**src/touch_adc_regs.svh**
```systemverilog
`ifndef TOUCH_ADC_REGS_SVH
`define TOUCH_ADC_REGS_SVH
// Notes on behaviour
// - Basic conversion spans three eight-clock transfers, 24 serial clocks.
// - Once mux and reference bits are known, acquire and enable needed drivers.
// - Three clocks later enter conversion, hold sample, drivers off if single-ended.
// - Twelve clocks after the control byte perform the conversion.
// - Differential mode keeps drivers on; host gives a 13th clock.
// - Serial output is low during the three trailing clocks, which are ignored.
// - Serial input is ignored until a high start bit, the byte's MSB.
// - Three channel bits pick mux input, drivers and reference connection.
// - Bit 3 low gives 12-bit, high gives 8-bit resolution.
// - Reference bit high is single-ended, low is differential ratiometric.
// - Channel 000 turns on the low-current temperature diode.
// - Channel 111 turns on the 91x high-current temperature diode.
// - Diode bias is on only during the three acquisition clocks.
// - Battery divider is on only while sampling channel 010.
// - Fifteen-clock mode overlaps conversions, drivers stay on until stopped; single-ended conversions turn them off at each hold.
// - New control byte every 15th clock in 12-bit, 11th in 8-bit.
// - Power bits: 11 all on, 00 down between, 01 ADC only, 10 ref only.
// - Reference power setting is latched when busy rises.
// - With power bit 0 clear, pen interrupt re-enables at end of conversion.
`define CB_START 7
`define CB_CHAN_HI 6
`define CB_CHAN_LO 4
`define CB_MODE 3
`define CB_REF 2
`define CB_PWR_HI 1
`define CB_PWR_LO 0
`define CHAN_DIODE_LOW_CURRENT 3'h0
`define CHAN_YPOS 3'h1
`define CHAN_BAT 3'h2
`define CHAN_Z1 3'h3
`define CHAN_Z2 3'h4
`define CHAN_XPOS 3'h5
`define CHAN_DIODE_HIGH_CURRENT 3'h7
`define CTRL_BITS 4'h8
`define ACQ_START 4'h5
`define ACQ_CHAN_HI 3
`define ACQ_CHAN_LO 1
`define OVERLAP_LEAD 4'h4
`define RES_BITS_12 4'hc
`define RES_BITS_8 4'h8
`endif

```
**src/touch_adc_pkg.sv**
```systemverilog
package touch_adc_pkg;
   typedef enum logic [1:0] {ST_IDLE = 2'b00, ST_CTRL = 2'b01, ST_CONV = 2'b11} phase_e;
   typedef struct packed {
      logic [2:0] chanSelect;
      logic modeEight;
      logic refSelect;
      logic powerSelHi;
      logic powerSelLo;
   } ctrl_s;
   typedef struct packed {
      logic xDrvPos;
      logic xDrvNeg;
      logic yDrvPos;
      logic yDrvNeg;
   } drivers_s;
endpackage

```
**src/edge_sync.sv**
```systemverilog
module edge_sync
(
   input wire logic clk,
   input wire logic rst_n,
   input wire logic asyncIn,
   output logic level,
   output logic rise,
   output logic fall
);
   typedef struct packed {
      logic [2:0] s;
      logic lvl;
   } sync_t;
   sync_t state_q, state_d;
   always_comb
   begin
      state_d = state_q;
      state_d.s = {state_q.s[1:0], asyncIn};
      // Stage two and three must agree before the level moves
      if (state_q.s[1] == state_q.s[2])
      begin
         state_d.lvl = state_q.s[2];
      end
   end
   always_ff @(posedge clk)
   begin
      if (!rst_n)
      begin
         state_q <= '0;
      end
      else
      begin
         state_q <= state_d;
      end
   end
   assign level = state_q.lvl;
   assign rise = state_d.lvl & ~state_q.lvl;
   assign fall = ~state_d.lvl & state_q.lvl;
endmodule // edge_sync

```
**src/touch_adc_ctrl.sv**
```systemverilog
`include "touch_adc_regs.svh"
module touch_adc_ctrl
#(
   parameter int RES_MAX = 12
)
(
   input wire logic clk,
   input wire logic rst_n,
   input wire logic convShiftClock,
   input wire logic serialIn,
   output logic serialOut,
   output logic busy,
   input wire logic [11:0] sampleResult,
   output logic sampleHold,
   output logic converting,
   output touch_adc_pkg::drivers_s drivers,
   output logic [2:0] muxChannel,
   output logic refDifferential,
   output logic diodeLowCurrent,
   output logic diodeHighCurrent,
   output logic batteryDivider,
   output logic refPowered,
   output logic adcPowered,
   output logic touchIrqEnable,
   output touch_adc_pkg::ctrl_s lastCtrl
);
   if (RES_MAX != 12)
   begin : gBadRes
      $error("touch_adc_ctrl supports only a 12-bit converter");
   end

   typedef struct packed {
      touch_adc_pkg::phase_e phase;
      logic [7:0] shiftIn;
      logic [3:0] bitCnt;
      logic [3:0] convCnt;
      logic [3:0] resBits;
      logic [11:0] result;
      touch_adc_pkg::ctrl_s ctrl;
      logic acquiring;
      logic holding;
      logic dout;
      logic busyLvl;
      logic refOn;
      logic irqEn;
   } state_t;
   state_t state_q, state_d;

   logic sclkRise;
   logic sclkFall;
   logic dinLevel;

   edge_sync sclkSync
   (
      .clk(clk),
      .rst_n(rst_n),
      .asyncIn(convShiftClock),
      .level(),
      .rise(sclkRise),
      .fall(sclkFall)
   );

   edge_sync dinSync
   (
      .clk(clk),
      .rst_n(rst_n),
      .asyncIn(serialIn),
      .level(dinLevel),
      .rise(),
      .fall()
   );

   touch_adc_pkg::ctrl_s partCtrl;
   logic [7:0] nextShift;

   always_comb
   begin
      state_d = state_q;
      nextShift = {state_q.shiftIn[6:0], dinLevel};
      partCtrl = state_q.ctrl;
      // Input sampled on rising edge
      if (sclkRise)
      begin
         case (state_q.phase)
            touch_adc_pkg::ST_IDLE:
            begin
               // Zeros before the start bit are dropped
               if (dinLevel)
               begin
                  state_d.phase = touch_adc_pkg::ST_CTRL;
                  state_d.shiftIn = 8'h01;
                  state_d.bitCnt = 4'h1;
               end
            end
            touch_adc_pkg::ST_CTRL:
            begin
               state_d.shiftIn = nextShift;
               state_d.bitCnt = state_q.bitCnt + 4'h1;
               if (state_q.bitCnt + 4'h1 == `ACQ_START)
               begin
                  // Channel known after the fifth bit: start sampling
                  state_d.ctrl.chanSelect = nextShift[`ACQ_CHAN_HI:`ACQ_CHAN_LO];
                  state_d.acquiring = 1'b1;
                  state_d.holding = 1'b0;
               end
               if (state_q.bitCnt + 4'h1 == `CTRL_BITS)
               begin
                  partCtrl.chanSelect = nextShift[`CB_CHAN_HI:`CB_CHAN_LO];
                  partCtrl.modeEight = nextShift[`CB_MODE];
                  partCtrl.refSelect = nextShift[`CB_REF];
                  partCtrl.powerSelHi = nextShift[`CB_PWR_HI];
                  partCtrl.powerSelLo = nextShift[`CB_PWR_LO];
                  state_d.ctrl = partCtrl;
                  state_d.phase = touch_adc_pkg::ST_CONV;
                  state_d.acquiring = 1'b0;
                  state_d.holding = 1'b1;
                  state_d.busyLvl = 1'b1;
                  // Reference power caught as busy rises
                  state_d.refOn = nextShift[`CB_PWR_HI];
                  state_d.irqEn = 1'b0;
                  state_d.convCnt = 4'h0;
                  state_d.resBits = nextShift[`CB_MODE] ? `RES_BITS_8 : `RES_BITS_12;
                  state_d.result = sampleResult;
               end
            end
            touch_adc_pkg::ST_CONV:
            begin
               // A high bit here starts the next byte: 15/11-clock overlap
               if (dinLevel && state_q.convCnt >= state_q.resBits - `OVERLAP_LEAD)
               begin
                  state_d.phase = touch_adc_pkg::ST_CTRL;
                  state_d.shiftIn = 8'h01;
                  state_d.bitCnt = 4'h1;
               end
            end
            default:
            begin
               state_d.phase = touch_adc_pkg::ST_IDLE;
            end
         endcase
      end
      // Output changes on falling edge
      if (sclkFall && state_q.busyLvl)
      begin
         if (state_q.convCnt < state_q.resBits)
         begin
            // First falling edge is the busy clock; data follow MSB first
            state_d.dout = (state_q.convCnt == 4'h0) ? 1'b0
               : state_q.result[`RES_BITS_12 - state_q.convCnt];
            state_d.convCnt = state_q.convCnt + 4'h1;
         end
         else
         begin
            state_d.dout = state_q.result[`RES_BITS_12 - state_q.resBits];
            state_d.busyLvl = 1'b0;
            state_d.holding = 1'b0;
            // End of conversion: pen detect returns if power bit 0 clear
            state_d.irqEn = ~state_q.ctrl.powerSelLo;
            if (state_q.phase == touch_adc_pkg::ST_CONV)
            begin
               state_d.phase = touch_adc_pkg::ST_IDLE;
            end
         end
      end
      else if (sclkFall && !state_q.busyLvl)
      begin
         state_d.dout = 1'b0;
      end
   end

   always_ff @(posedge clk)
   begin
      if (!rst_n)
      begin
         state_q <= '0;
         state_q.irqEn <= 1'b1;
      end
      else
      begin
         state_q <= state_d;
      end
   end

   logic driveActive;
   logic keepOn;
   // Ratiometric conversions need the drivers on; single-ended ones release them at hold
   assign keepOn = ~state_q.ctrl.refSelect;
   assign driveActive = state_q.acquiring | (state_q.holding & keepOn);

   always_comb
   begin
      drivers = '0;
      if (driveActive)
      begin
         case (state_q.ctrl.chanSelect)
            `CHAN_YPOS:
            begin
               drivers.yDrvPos = 1'b1;
               drivers.yDrvNeg = 1'b1;
            end
            `CHAN_Z1, `CHAN_Z2:
            begin
               drivers.yDrvPos = 1'b1;
               drivers.xDrvNeg = 1'b1;
            end
            `CHAN_XPOS:
            begin
               drivers.xDrvPos = 1'b1;
               drivers.xDrvNeg = 1'b1;
            end
            default:
            begin
               drivers = '0;
            end
         endcase
      end
   end

   assign serialOut = state_q.dout;
   assign busy = state_q.busyLvl;
   assign sampleHold = state_q.holding;
   assign converting = state_q.busyLvl;
   assign muxChannel = state_q.ctrl.chanSelect;
   assign refDifferential = ~state_q.ctrl.refSelect;
   assign diodeLowCurrent = state_q.acquiring && state_q.ctrl.chanSelect == `CHAN_DIODE_LOW_CURRENT;
   assign diodeHighCurrent = state_q.acquiring && state_q.ctrl.chanSelect == `CHAN_DIODE_HIGH_CURRENT;
   assign batteryDivider = state_q.acquiring && state_q.ctrl.chanSelect == `CHAN_BAT;
   assign refPowered = state_q.refOn;
   assign adcPowered = state_q.ctrl.powerSelLo | state_q.busyLvl | state_q.acquiring;
   assign touchIrqEnable = state_q.irqEn & ~state_q.acquiring & ~state_q.busyLvl;
   assign lastCtrl = state_q.ctrl;
endmodule // touch_adc_ctrl

```
**config.mk**
```make
export PLATFORM = sky130hd
export DESIGN_NAME = touch_adc_ctrl
export DESIGN_NICKNAME = d
export VERILOG_FILES = /design/src/touch_adc_pkg.sv /design/src/edge_sync.sv /design/src/touch_adc_ctrl.sv
export VERILOG_INCLUDE_DIRS = /design/src
export SDC_FILE = /design/constraint.sdc
export NUM_CORES = 1
export LEC_CHECK = 0
export BUFFER_PORTS_ARGS = -buffer_cell sky130_fd_sc_hd__clkbuf_2
export CAP_MARGIN = 10
export CORE_MARGIN = 2
export CORE_UTILIZATION = 40
export CTS_CLUSTER_SIZE = 12
export DETAILED_ROUTE_END_ITERATION = 6
export GPL_TIMING_DRIVEN = 0
export MAX_ROUTING_LAYER = met4
export REMOVE_ABC_BUFFERS = 1
export SYNTH_ARGS = -nofsm -noshare
export SYNTH_HDL_FRONTEND = slang
export SYNTH_SLANG_ARGS = --single-unit
export TNS_END_PERCENT = 50
```
**constraint.sdc**
```tcl
create_clock -name clk -period 2.3 [get_ports clk]
set_input_delay 0.345 -clock clk [delete_from_list [all_inputs] [get_ports clk]]
set_output_delay 0.345 -clock clk [all_outputs]
set_load 0.03 [all_outputs]
```
# --- Word-level counts from Yosys, hierarchy flattened ---
# Index checks and enable logic that the tools add are counted.
classes:
  mux: 39
  bitwise: 14
  addsub: 5
  n_reduce_logical: 18
  n_eq_ne: 14
  n_lt_le_gt_ge: 4
op_table:
  columns: ["cell", "count"]
  rows:
  - ["$mux 29", 2]
  - ["$mux 43", 1]
  - ["$pmux 12 s3", 1]
  - ["$mux 14", 2]
  - ["$mux 1", 17]
  - ["$mux 3", 5]
  - ["$mux 4", 3]
  - ["$lt 4x5->1 const B", 2]
  - ["$mux 2", 5]
  - ["$eq 3x3->1 const B", 3]
  - ["$add 4x1->4 const B", 2]
  - ["$bmux 1 s4", 2]
  - ["$sub 4x4->4 const A", 2]
  - ["$eq 3x2->1 const B", 2]
  - ["$logic_and 1x1->1", 6]
  - ["$not 1->1", 6]
  - ["$pmux 2 s3", 1]
  - ["$reduce_and 3->1", 2]
  - ["$reduce_or 3->1", 2]
  - ["$and 1x1->1", 5]
  - ["$eq 4x3->1 const B", 1]
  - ["$eq 4x4->1 const B", 1]
  - ["$ge 4x4->1", 1]
  - ["$logic_not 4->1", 1]
  - ["15 further kinds", 19]
word_totals:
  out_inout_bits: 25
  register_bits: 54
  elab_cells: 114

# --- Depth between registers and ports, before layout ---
# Gate-level depths: netlist of run 1.
depth:
  ltp_word: 9
  mapped_depth: 9
  ltp_nobuf: 7

# --- Modules after synthesis ---
# A second synthesis of run 1 with hierarchy kept.
hier_totals:
  cells_unflattened: 297
  hier_area_um2: 2496.1
modules_own_cells:
  columns: ["module", "n_inst", "area_per_inst_um2", "cells_per_inst"]
  rows:
  - ["touch_adc_ctrl", 1, 2233.4, 271]
  - ["edge_sync", 2, 131.4, 13]

# --- Worst setup path after synthesis of run 1 ---
# OpenSTA, ideal clock, no wires.
synth_timing:
  path_type: "register to register"
  from: "register state_q[29] in the netlist's numbering"
  to: "register state_q (netlist bit serialOut)"
  path_buffers: 2
  slack_ns: -0.025
  path_stages_with_launch: 10
  synth_period_minus_slack_ns: 2.325
  arrival_ns: 2.207
  path_cell_list: "dfxtp_1 -> buf_6 -> inv_1 -> ha_1 -> buf_6 -> mux4_1 -> or2b_2 -> a211oi_2 -> a2111oi_1 -> a32o_1"
synth_between:
  elab_chain_cells: 6
  word_cells_on_any_way: 8
  cone_classes: "1 x add/sub; 1 x order compare; 5 x mux; 1 x reduce/logical"
synth_lines:
  columns: ["item", "line", "text"]
  rows:
  - ["start, declared", "touch_adc_ctrl.sv:47", "state_t state_q, state_d;"]
  - ["start signal, assigned", "touch_adc_ctrl.sv:180", "state_q <= state_d;"]
  - ["$sub 4x4->4 (no source line)", null, null]
  - ["$bmux 1 s4", "touch_adc_ctrl.sv:149", ": state_q.result[`RES_BITS_12 - state_q.convCnt];"]
  - ["$mux 1", "touch_adc_ctrl.sv:149", null]
  - ["$mux 1", "touch_adc_ctrl.sv:148", "state_d.dout = (state_q.convCnt == 4'h0) ? 1'b0"]
  - ["$mux 1 (*)", "touch_adc_ctrl.sv:145", "if (state_q.convCnt < state_q.resBits)"]
  - ["$mux 1 (*)", "touch_adc_ctrl.sv:143", "if (sclkFall && state_q.busyLvl)"]
# Mark *: on every way between the ends. The rest lies on a longest branch, timed or not. The select of a mux whose other input is x is not followed.
# A chain may end at the register's enable or synchronous reset.

# --- Final worst setup path of run 1 ---
layout_timing:
  from: "register state_q[30] in the netlist's numbering"
  to: "register state_q (netlist bit serialOut)"
# Same word-level chain as after synthesis.

==> results.toml, run 1 <==
[worst_setup_path]
cp.arrival_ns = 2.50
critPathLaunchType = "register"
required_ns = 2.51
endpoint_kind = "register"
crit_path_max_fanout = 7
slowest_stage = "mux4_1"
crit_family = "compound AO/OA/AOI/OAI gates"
crit_buf_inv = 1
path_cells = "inv_1 > ha_4 > mux4_1 > or2b_2 > a211oi_2 > a2111oi_1 > a32o_1"
cpPeakStageDelay_ns = 0.55
critPathKind = "register to register"

[clock_network]
cts_tree = "built"
clkLatencyLatePin_ns = 0.31
htree_levels = 2
cts_buffers = 5
path_clk_slew_ns = 0.09
cts_hold_buf = 0
cts_root_buf = "clkbuf_8"
cts_buffer_depth = 2
clock-sinks = 50

[place]
port_buffers = 40
gp_congestion = 0.851
dp_hpwl_um = 3820
post-place-ws_ns = -0.484
place_inst = 408

[global_routing]
grt_pass1_vias = 2005
grt-ovfl-total = 0
grt_pass1_wl_um = 9750
grt_max_degree = 39
grt_usage_pct = 16.8
grt_antenna_before_repair = 0

[timing]
period_needed_ns = 2.30
finalSetupViolations = 0
setup_ws_ns = 0.000940
slew_headroom_pct = 56.1
setup_tns_ns = 0
rsz0062_at_grt = "yes"
fin_crit_sh_pct = 100
max_freq_mhz = 435
finalHoldViolations = 0
finClkSkew_ns = 0.00744
max_slew.worst_pin.slew_ns = 0.658
final-max-slew-violation-count = 0

[floorplan]
start_util_pct = 41.4
num_io_pins = 41
die_w_um = 85.3
die_h_um = 85.3
core_region_area_um2 = 6390
dieArea_um2 = 7270
rows = 29

[final_layout]
num_antenna_cells = 0
drive_gt1_share_pct = 19.6
area_growth_pct = 12.0
final_util_pct = 46.3
n_fill_cell = 648
final_net_count = 364
final_cells = 418

[power]
p_leak_nw = 1.07
total_power_mw = 1.52
max-vdd-ir-drop_v = 0.000229
p_per_area_nw_per_um2 = 515

[drt]
drtIter0Drc = 189
drc = 0
ant_nets = 0
viasPerCell = 5.35
routedWlPerCell_um = 13.6
num_vias = 2238
dr.pass1.iters = 4
wl_um = 5700

[synthesis]
synthFlopType = "dfxtp_1"
yosysTopAreaCell = "dfxtp_1"
ys_seq_area_share_pct = 37.9
synth_area_um2 = 2640
synth_area_leaders = "dfxtp_1 38%, nand2_1 8.5%, a21oi_1 7.2%"
synth_most_common_cell = "nand2_1"
netlist_instances = 321
ys_ff_latch = 50
syn_avg_cell_area_um2 = 8.23
synthDistinctLibCells = 55
netlist_top_cells_count = "60 x nand2_1, 50 x dfxtp_1, 38 x a21oi_1, 16 x o21ai_0, 14 x nor2_1"
yosys.area.top_type_share_pct = 37.9
synth-edff-count = 0
async_flop_share_pct = 0
ys_warn_count = 0

[flow_run]
maxCapViolations = 0

[hold_path]
hp-class = "input pin to register"

[outcome]
status = "finished, final reports clean"
worst register-to-register path, delay by kind of cell (launching register included):
kind	cells	cell delay, ns
AO/OA/AOI/OAI	3	0.56
adder cells (fa/ha/maj)	1	0.33
buffers and inverters	1	0.08
flip-flops	1	0.39
multiplexers	1	0.55
AND/OR/NAND/NOR	1	0.31
through the flow:
step,area [µm²],hold WS [ns]
global route,2960,0.244
CTS,2910,0.233
detailed placement,2760,0.418
global placement,2760,0.417
floorplan,2460,0.412
finish,2960,0.240
cell type report:
cell class | instances | area (µm²) | area share (%)
multi-input cells | 229 | 1460 | 49.4
flip-flops and latches | 50 | 1010 | 34.1
repair buffers | 42 | 235 | 7.95
well taps | 77 | 96.3 | 3.26
clock buffers | 6 | 72.6 | 2.45
inverters | 12 | 45.0 | 1.52
clock inverters | 2 | 37.5 | 1.27
logic make-up after synthesis:
logic type,share of synthesized area [%]
AO/OA/AOI/OAI,19.3
adder cells (fa/ha/maj),3.79
flip-flops,37.9
XOR/XNOR,1.33
AND/OR/NAND/NOR,22.9
multiplexers,6.34
buffers and inverters,8.52
path summary, 6_finish.rpt:
| path | from | end | slack (ns) | cells after the start |
|---|---|---|---|---|
| setup / recovery | state_q[30] | serialOut | 0.0009 | 7 |
| hold / removal | convShiftClock | sclkSync.state_d[2] | 0.24 | 2 |
| setup reg to reg | state_q[30] | serialOut | 0.0009 | 7 |
| hold reg to reg | sclkSync.state_d[2] | sclkSync.state_d[3] | 0.44 | 1 |
layer usage:
metal,GRT usage (%),routed length [µm]
met3,3.02,280
met2,24.7,2380
met4,4.62,71
met5,-,0
met1,23.8,2970
flip-flops by register name (all words and copies together), names as in the netlist:
register	flops
lastCtrl	3
dinSync.state_q	1
dinSync.state_d	2
state_q	26
muxChannel	3
dinSync.level	1
refPowered	1
busy	1
sclkSync.state_q	1
sclkSync.state_d	2
sclkSync.level	1
sampleHold	1
nextShift	6
serialOut	1
cells in the final DEF, fill, tap and decap left out, types with 5 or more instances in the layout:
master,n
a21oi_1,38
and2_1,6
clkbuf_2,40
clkbuf_8,5
dfxtp_1,47
ha_1,6
inv_1,12
mux2i_1,7
nand2_1,59
nand2b_1,6
nand3_1,6
nor2_1,13
o21ai_0,16
or3_1,7
report_power, final:
group / internal, mW / leakage, nW / switching, mW
Clock: 0.325 / 0.0514 / 0.292
Sequential: 0.867 / 0.406 / 0.00246
Combinational: 0.0177 / 0.617 / 0.0211
what timing repair did:
action	CTS	global route
resized for setup	11	5
setup buffers	1	0
cloned	0	0
pin swaps	0	1
setup endpoints to repair	35	39
Note: power is estimated with default switching activity, not from simulation.
==> run 2, diff against run 1 <==
--- a/config.mk
+++ b/config.mk
@@ -6,8 +6,8 @@
 export SDC_FILE = /design/constraint.sdc
 export NUM_CORES = 1
 export LEC_CHECK = 0
+export ABC_AREA = 1
 export BUFFER_PORTS_ARGS = -buffer_cell sky130_fd_sc_hd__clkbuf_2
-export CAP_MARGIN = 10
 export CORE_MARGIN = 2
 export CORE_UTILIZATION = 40
 export CTS_CLUSTER_SIZE = 12
==> results.toml, run 2 <==
[drt]
wl_um = 5180
routedWlPerCell_um = 11.3
num_vias = 2241
drtIter0Drc = 117
viasPerCell = 4.88
dr.pass1.iters = 4
drc = 0
ant_nets = 0

[worst_setup_path]
critPathKind = "register to register"
required_ns = 2.49
timing.rr.start = "state_q[29]"
cpPeakStageDelay_ns = 0.46
path_cells = "clkinv_2 > ha_1 > nand2_1 > nand2_1 > nand2_1 > nand2_1 > nand2_1 > nand2_1 > nand2_2 > nand2_1 > and3_1"
r2r_slack_ns = 0.30
timing.rr.end = "state_q[33]"
crit_path_max_fanout = 11
slowest_stage = "dfxtp_2"
crit_buf_inv = 1
cp.arrival_ns = 2.19
crit_top_cell = "nand2_1"
endpoint_kind = "register"
critPathLaunchType = "register"
rr_worst_depth = 11
crit_family = "simple AND/OR/NAND/NOR gates"

[final_layout]
num_antenna_cells = 0
final_net_count = 407
finish.instance_area_um2 = 2730
largest_reg_flops = 26
drive_gt1_share_pct = 14.6
layout_commonest_cell = "nand2_1"
area_growth_pct = 10.6
final_cell_mix = "82 x nand2_1, 53 x nor2_1, 49 x dfxtp_1, 40 x clkbuf_2, 39 x inv_1"
largest-register = "state_q"

[floorplan]
dieArea_um2 = 6810
num_io_pins = 41
start_util_pct = 41.4
core_region_area_um2 = 5960
rows = 28
die_h_um = 82.5
die_w_um = 82.5

[global_routing]
grt_usage_pct = 17.4
grt_pass1_vias = 2016
grtUsageMet2_pct = 27.3
top_usage_layer = "met2"
grt_max_degree = 35
grt-ovfl-total = 0
grt_pass1_wl_um = 8980
met1_usage_pct = 23.2
use_met3_pct = 2.61
grt_antenna_before_repair = 0

[place]
post-place-ws_ns = -0.0881
gp_congestion = 0.812
port_buffers = 40
dp_hpwl_um = 3580
place_area_um2 = 2620

[synthesis]
synth_area_leaders = "dfxtp_1 41%, nand2_1 13%, nor2_1 8.1%"
synth_area_um2 = 2470
async_flop_share_pct = 0
netlist_instances = 358
ys_seq_area_share_pct = 40.6
synthFlopType = "dfxtp_1"
synthDistinctLibCells = 29
synth-edff-count = 0
netlist_top_cells_count = "83 x nand2_1, 53 x nor2_1, 50 x dfxtp_1, 39 x inv_1, 27 x a21oi_1"
ys_ff_latch = 50
yosysTopAreaCell = "dfxtp_1"
synth_most_common_cell = "nand2_1"
ys_warn_count = 0
yosys.area.top_type_share_pct = 40.6
syn_avg_cell_area_um2 = 6.89

[timing]
finClkSkew_ns = 0.00991
setup_ws_ns = 0.298
fin_crit_sh_pct = 87.0
max_freq_mhz = 500
finalSetupViolations = 0
finalHoldViolations = 0
slew_headroom_pct = 46.9
max_slew.worst_pin.slew_ns = 0.794
rsz0062_at_grt = "no"
setup_tns_ns = 0
final-max-slew-violation-count = 0
period_needed_ns = 2.00
hold_ws_ns = 0.217

[clock_network]
cts_buffers = 5
clkLatencyLatePin_ns = 0.30
clock-sinks = 50
cts_tree = "built"
cts_setup_buffers = 0
path_clk_slew_ns = 0.09
cts_root_buf = "clkbuf_8"
htree_levels = 2
cts_buffer_depth = 2

[power]
p_per_area_nw_per_um2 = 517
p_leak_nw = 1.33
max-vdd-ir-drop_v = 0.000276
total_power_mw = 1.41

[hold_path]
hold_start = "convShiftClock"
whs_endpoint = "sclkSync.state_d[2]"
whs_path_depth = 3
hp-class = "input pin to register"

[outcome]
status = "finished, final reports clean"

[flow_run]
maxCapViolations = 0
[run 2: per-stage QoR]
stage	cells	utilization (%)
floorplan	336	-
global placement	451	44.1
detailed placement	451	44.1
CTS	459	45.6
global route	459	45.8
finish	459	45.8
[run 2: kinds of logic after synthesis]
| group | synth area share [%] |
|---|---|
| AO/OA/AOI/OAI | 11.1 |
| buffers and inverters | 12.0 |
| XOR/XNOR | 1.37 |
| AND/OR/NAND/NOR | 30.9 |
| flip-flops | 40.6 |
| adder cells (fa/ha/maj) | 4.06 |
[run 2: where the power goes]
part	internal, mW	switching, mW	total [mW]
combinational	0.0123	0.0199	0.0322
sequential	0.869	0.00204	0.871
clock	0.214	0.293	0.508
total	1.10	0.315	1.41
[run 2: area by class of cell]
cell class,instances,area [µm²]
Fill cell,637,3230
Multi-Input combinational cell,244,1180
Sequential cell,50,1000
Timing Repair Buffer,40,200
Inverter,42,160
Tap cell,75,93.8
Clock buffer,5,68.8
Clock inverter,3,21.3
[run 2: worst max path at each step]
| stage | start | endpoint | slack (ns) | cells after the start |
|---|---|---|---|---|
| after floorplan | muxChannel[0] | drivers[0] | 0.04 | 2 |
| after global placement | state_q[29] | state_q[33] | -0.06 | 11 |
| after detailed placement | state_q[29] | state_q[33] | -0.09 | 11 |
| after CTS | state_q[34] | state_q[20] | 0.07 | 6 |
| after global routing | state_q[29] | nextShift[2] | 0.03 | 11 |
| final | state_q[29] | state_q[33] | 0.30 | 11 |
[run 2: metal layers]
| layer | vias up | part of all wire, % |
|---|---|---|
| li1 | 1186 | - |
| met1 | 999 | 51 |
| met2 | 50 | 43 |
| met3 | 6 | 4.8 |
| met4 | 0 | 1.2 |
| met5 | - | 0 |
[run 2: timing repair]
item,CTS,global route
gates resized for setup,2,2
hold buffers,0,0
endpoints found under the setup margin,10,28
[run 2: worst reg2reg max path: cells and delay by family, from the launching register on]
| family | cells | cell delay, ns |
|---|---|---|
| and+or+nand+nor | 9 | 1.00 |
| DFF | 1 | 0.46 |
| buffers and inverters | 1 | 0.17 |
| adders and majority gates | 1 | 0.26 |
==> run 3, diff against run 2 <==
==> constraint.sdc (replaced) <==
create_clock -name clk -period 2.01 [get_ports clk]
set_input_delay 0.3015 -clock clk [delete_from_list [all_inputs] [get_ports clk]]
set_output_delay 0.3015 -clock clk [all_outputs]
set_load 0.03 [all_outputs]
==> results.toml, run 3 (same netlist as run 2, synthesis figures left out) <==
[drt]
wl_met2_um = 2400
wl_met3_um = 177
top_layer = "met4"
drtIter0Drc = 128
wl_met1_um = 2830
wl_um = 5470
ant_nets = 0
routedWlPerCell_um = 11.9
dr.pass1.iters = 4
drc = 0
num_vias = 2245
viasPerCell = 4.88

[power]
max-vdd-ir-drop_v = 0.000320
p_leak_nw = 1.33
combPwrFrac_pct = 2.3
p_per_area_nw_per_um2 = 586
power.switching_mw = 0.366
p_seq_share_pct = 61.5
power.clock.fraction_pct = 36.2
internal_power_mw = 1.25
p_sw_share_pct = 22.6

[worst_setup_path]
crit_path_max_fanout = 11
cp.arrival_ns = 1.95
critPathLaunchType = "register"
critPathKind = "register to register"
required_ns = 2.18
endpoint_kind = "register"

[place]
dp_hpwl_um = 3580
gp_congestion = 0.812
place_inst = 451
port_buffers = 40
post-place-ws_ns = -0.378

[floorplan]
num_io_pins = 41
dieArea_um2 = 6810
die_h_um = 82.5
core_region_area_um2 = 5960
start_util_pct = 41.4
rows = 28
die_w_um = 82.5

[clock_network]
clkLatencyLatePin_ns = 0.30
cts_tree = "built"
cts_setup_buffers = 0
path_clk_slew_ns = 0.10
cts_buffer_depth = 2
cts_buffers = 5
cts_root_buf = "clkbuf_8"
htree_levels = 2
clock-sinks = 50

[flow_run]
maxCapViolations = 0

[timing]
period_needed_ns = 1.79
finalSetupViolations = 0
finClkSkew_ns = 0.0110
final-max-slew-violation-count = 0
setup_ws_ns = 0.221
slew_headroom_pct = 56.8
max_slew.worst_pin.slew_ns = 0.648
max_freq_mhz = 559
fin_crit_sh_pct = 89.0
finalHoldViolations = 0
rsz0062_at_grt = "no"

[final_layout]
drive_gt1_share_pct = 15.6
area_growth_pct = 12.1
final_util_pct = 46.4
final_net_count = 408
final_cell_mix = "81 x nand2_1, 51 x nor2_1, 49 x dfxtp_1, 40 x clkbuf_2, 39 x inv_1"
largest-register = "state_q"
num_antenna_cells = 0
layout_commonest_cell = "nand2_1"
final_cells = 460
largest_reg_flops = 26

[global_routing]
grt_pass1_vias = 2032
grt_antenna_before_repair = 0
grt_max_degree = 35
grt_pass1_wl_um = 9050
grt-ovfl-total = 0
grt_usage_pct = 17.4

[hold_path]
hp-class = "input pin to register"

[outcome]
status = "finished, final reports clean"
==> run 3: power by group through the flow <==
stage	registers (mW)	clock network [mW]	logic, mW
floorplan	1.02	0	0.0106
global placement	1.02	0	0.0364
detailed placement	1.02	0	0.0371
CTS	0.997	0.617	0.0372
global route	0.997	0.647	0.0440
finish	0.996	0.586	0.0368
==> run 3: timing repair <==
item / CTS / global route
hold buffers: 0 / 0
pin swaps: 0 / 1
cloned: 0 / 1
endpoints found under the setup margin: 29 / 28
gates resized for setup: 5 / 6
==> run 3: critical path: stages, from the launching register on <==
cell	delay (ns)
dfxtp_1	0.41
inv_1	0.14
ha_1	0.30
nand2_1	0.05
nand2_1	0.05
nand2_1	0.04
nand2_1	0.07
nand2_1	0.07
nand2_2	0.21
nand2_4	0.14
nand2_1	0.10
a21oi_1	0.06
==> run 3: path summary, 6_finish.rpt <==
| path | from | cells past startpoint | slack (ns) | endpoint |
|---|---|---|---|---|
| min | convShiftClock | 3 | 0.17 | sclkSync.state_d[2] |
| min reg2reg | dinSync.state_d[2] | 2 | 0.42 | dinSync.state_d[3] |
| max reg2reg | state_q[31] | 11 | 0.22 | state_q[36] |
| max | state_q[31] | 11 | 0.22 | state_q[36] |
==> run 3: layout make-up <==
type / instances / area (µm²)
Inverter: 42 / 161
Multi-Input combinational cell: 245 / 1210
Clock inverter: 3 / 21.3
Timing Repair Buffer: 40 / 200
Fill cell: 631 / 3190
Tap cell: 75 / 93.8
Clock buffer: 5 / 68.8
Sequential cell: 50 / 1000
==> run 3: per-stage QoR <==
| stage | instance area, µm² | total power, mW | hold slack (ns) | TNS, ns |
|---|---|---|---|---|
| 2_1_floorplan | 2330 | 1.03 | 0.390 | -0.306 |
| 3_3_place_gp | 2620 | 1.06 | 0.394 | -5.32 |
| 3_5_place_dp | 2620 | 1.06 | 0.400 | -6.22 |
| 4_1_cts | 2730 | 1.65 | 0.163 | 0 |
| 5_1_grt | 2760 | 1.69 | 0.193 | 0 |
| 6_report | 2760 | 1.62 | 0.169 | 0 |
==> run 3: routing by layer <==
layer	track usage (%)	vias up
li1	-	1194
met1	23.0	1006
met2	27.7	39
met3	2.61	6
met4	4.92	0
met5	-	-
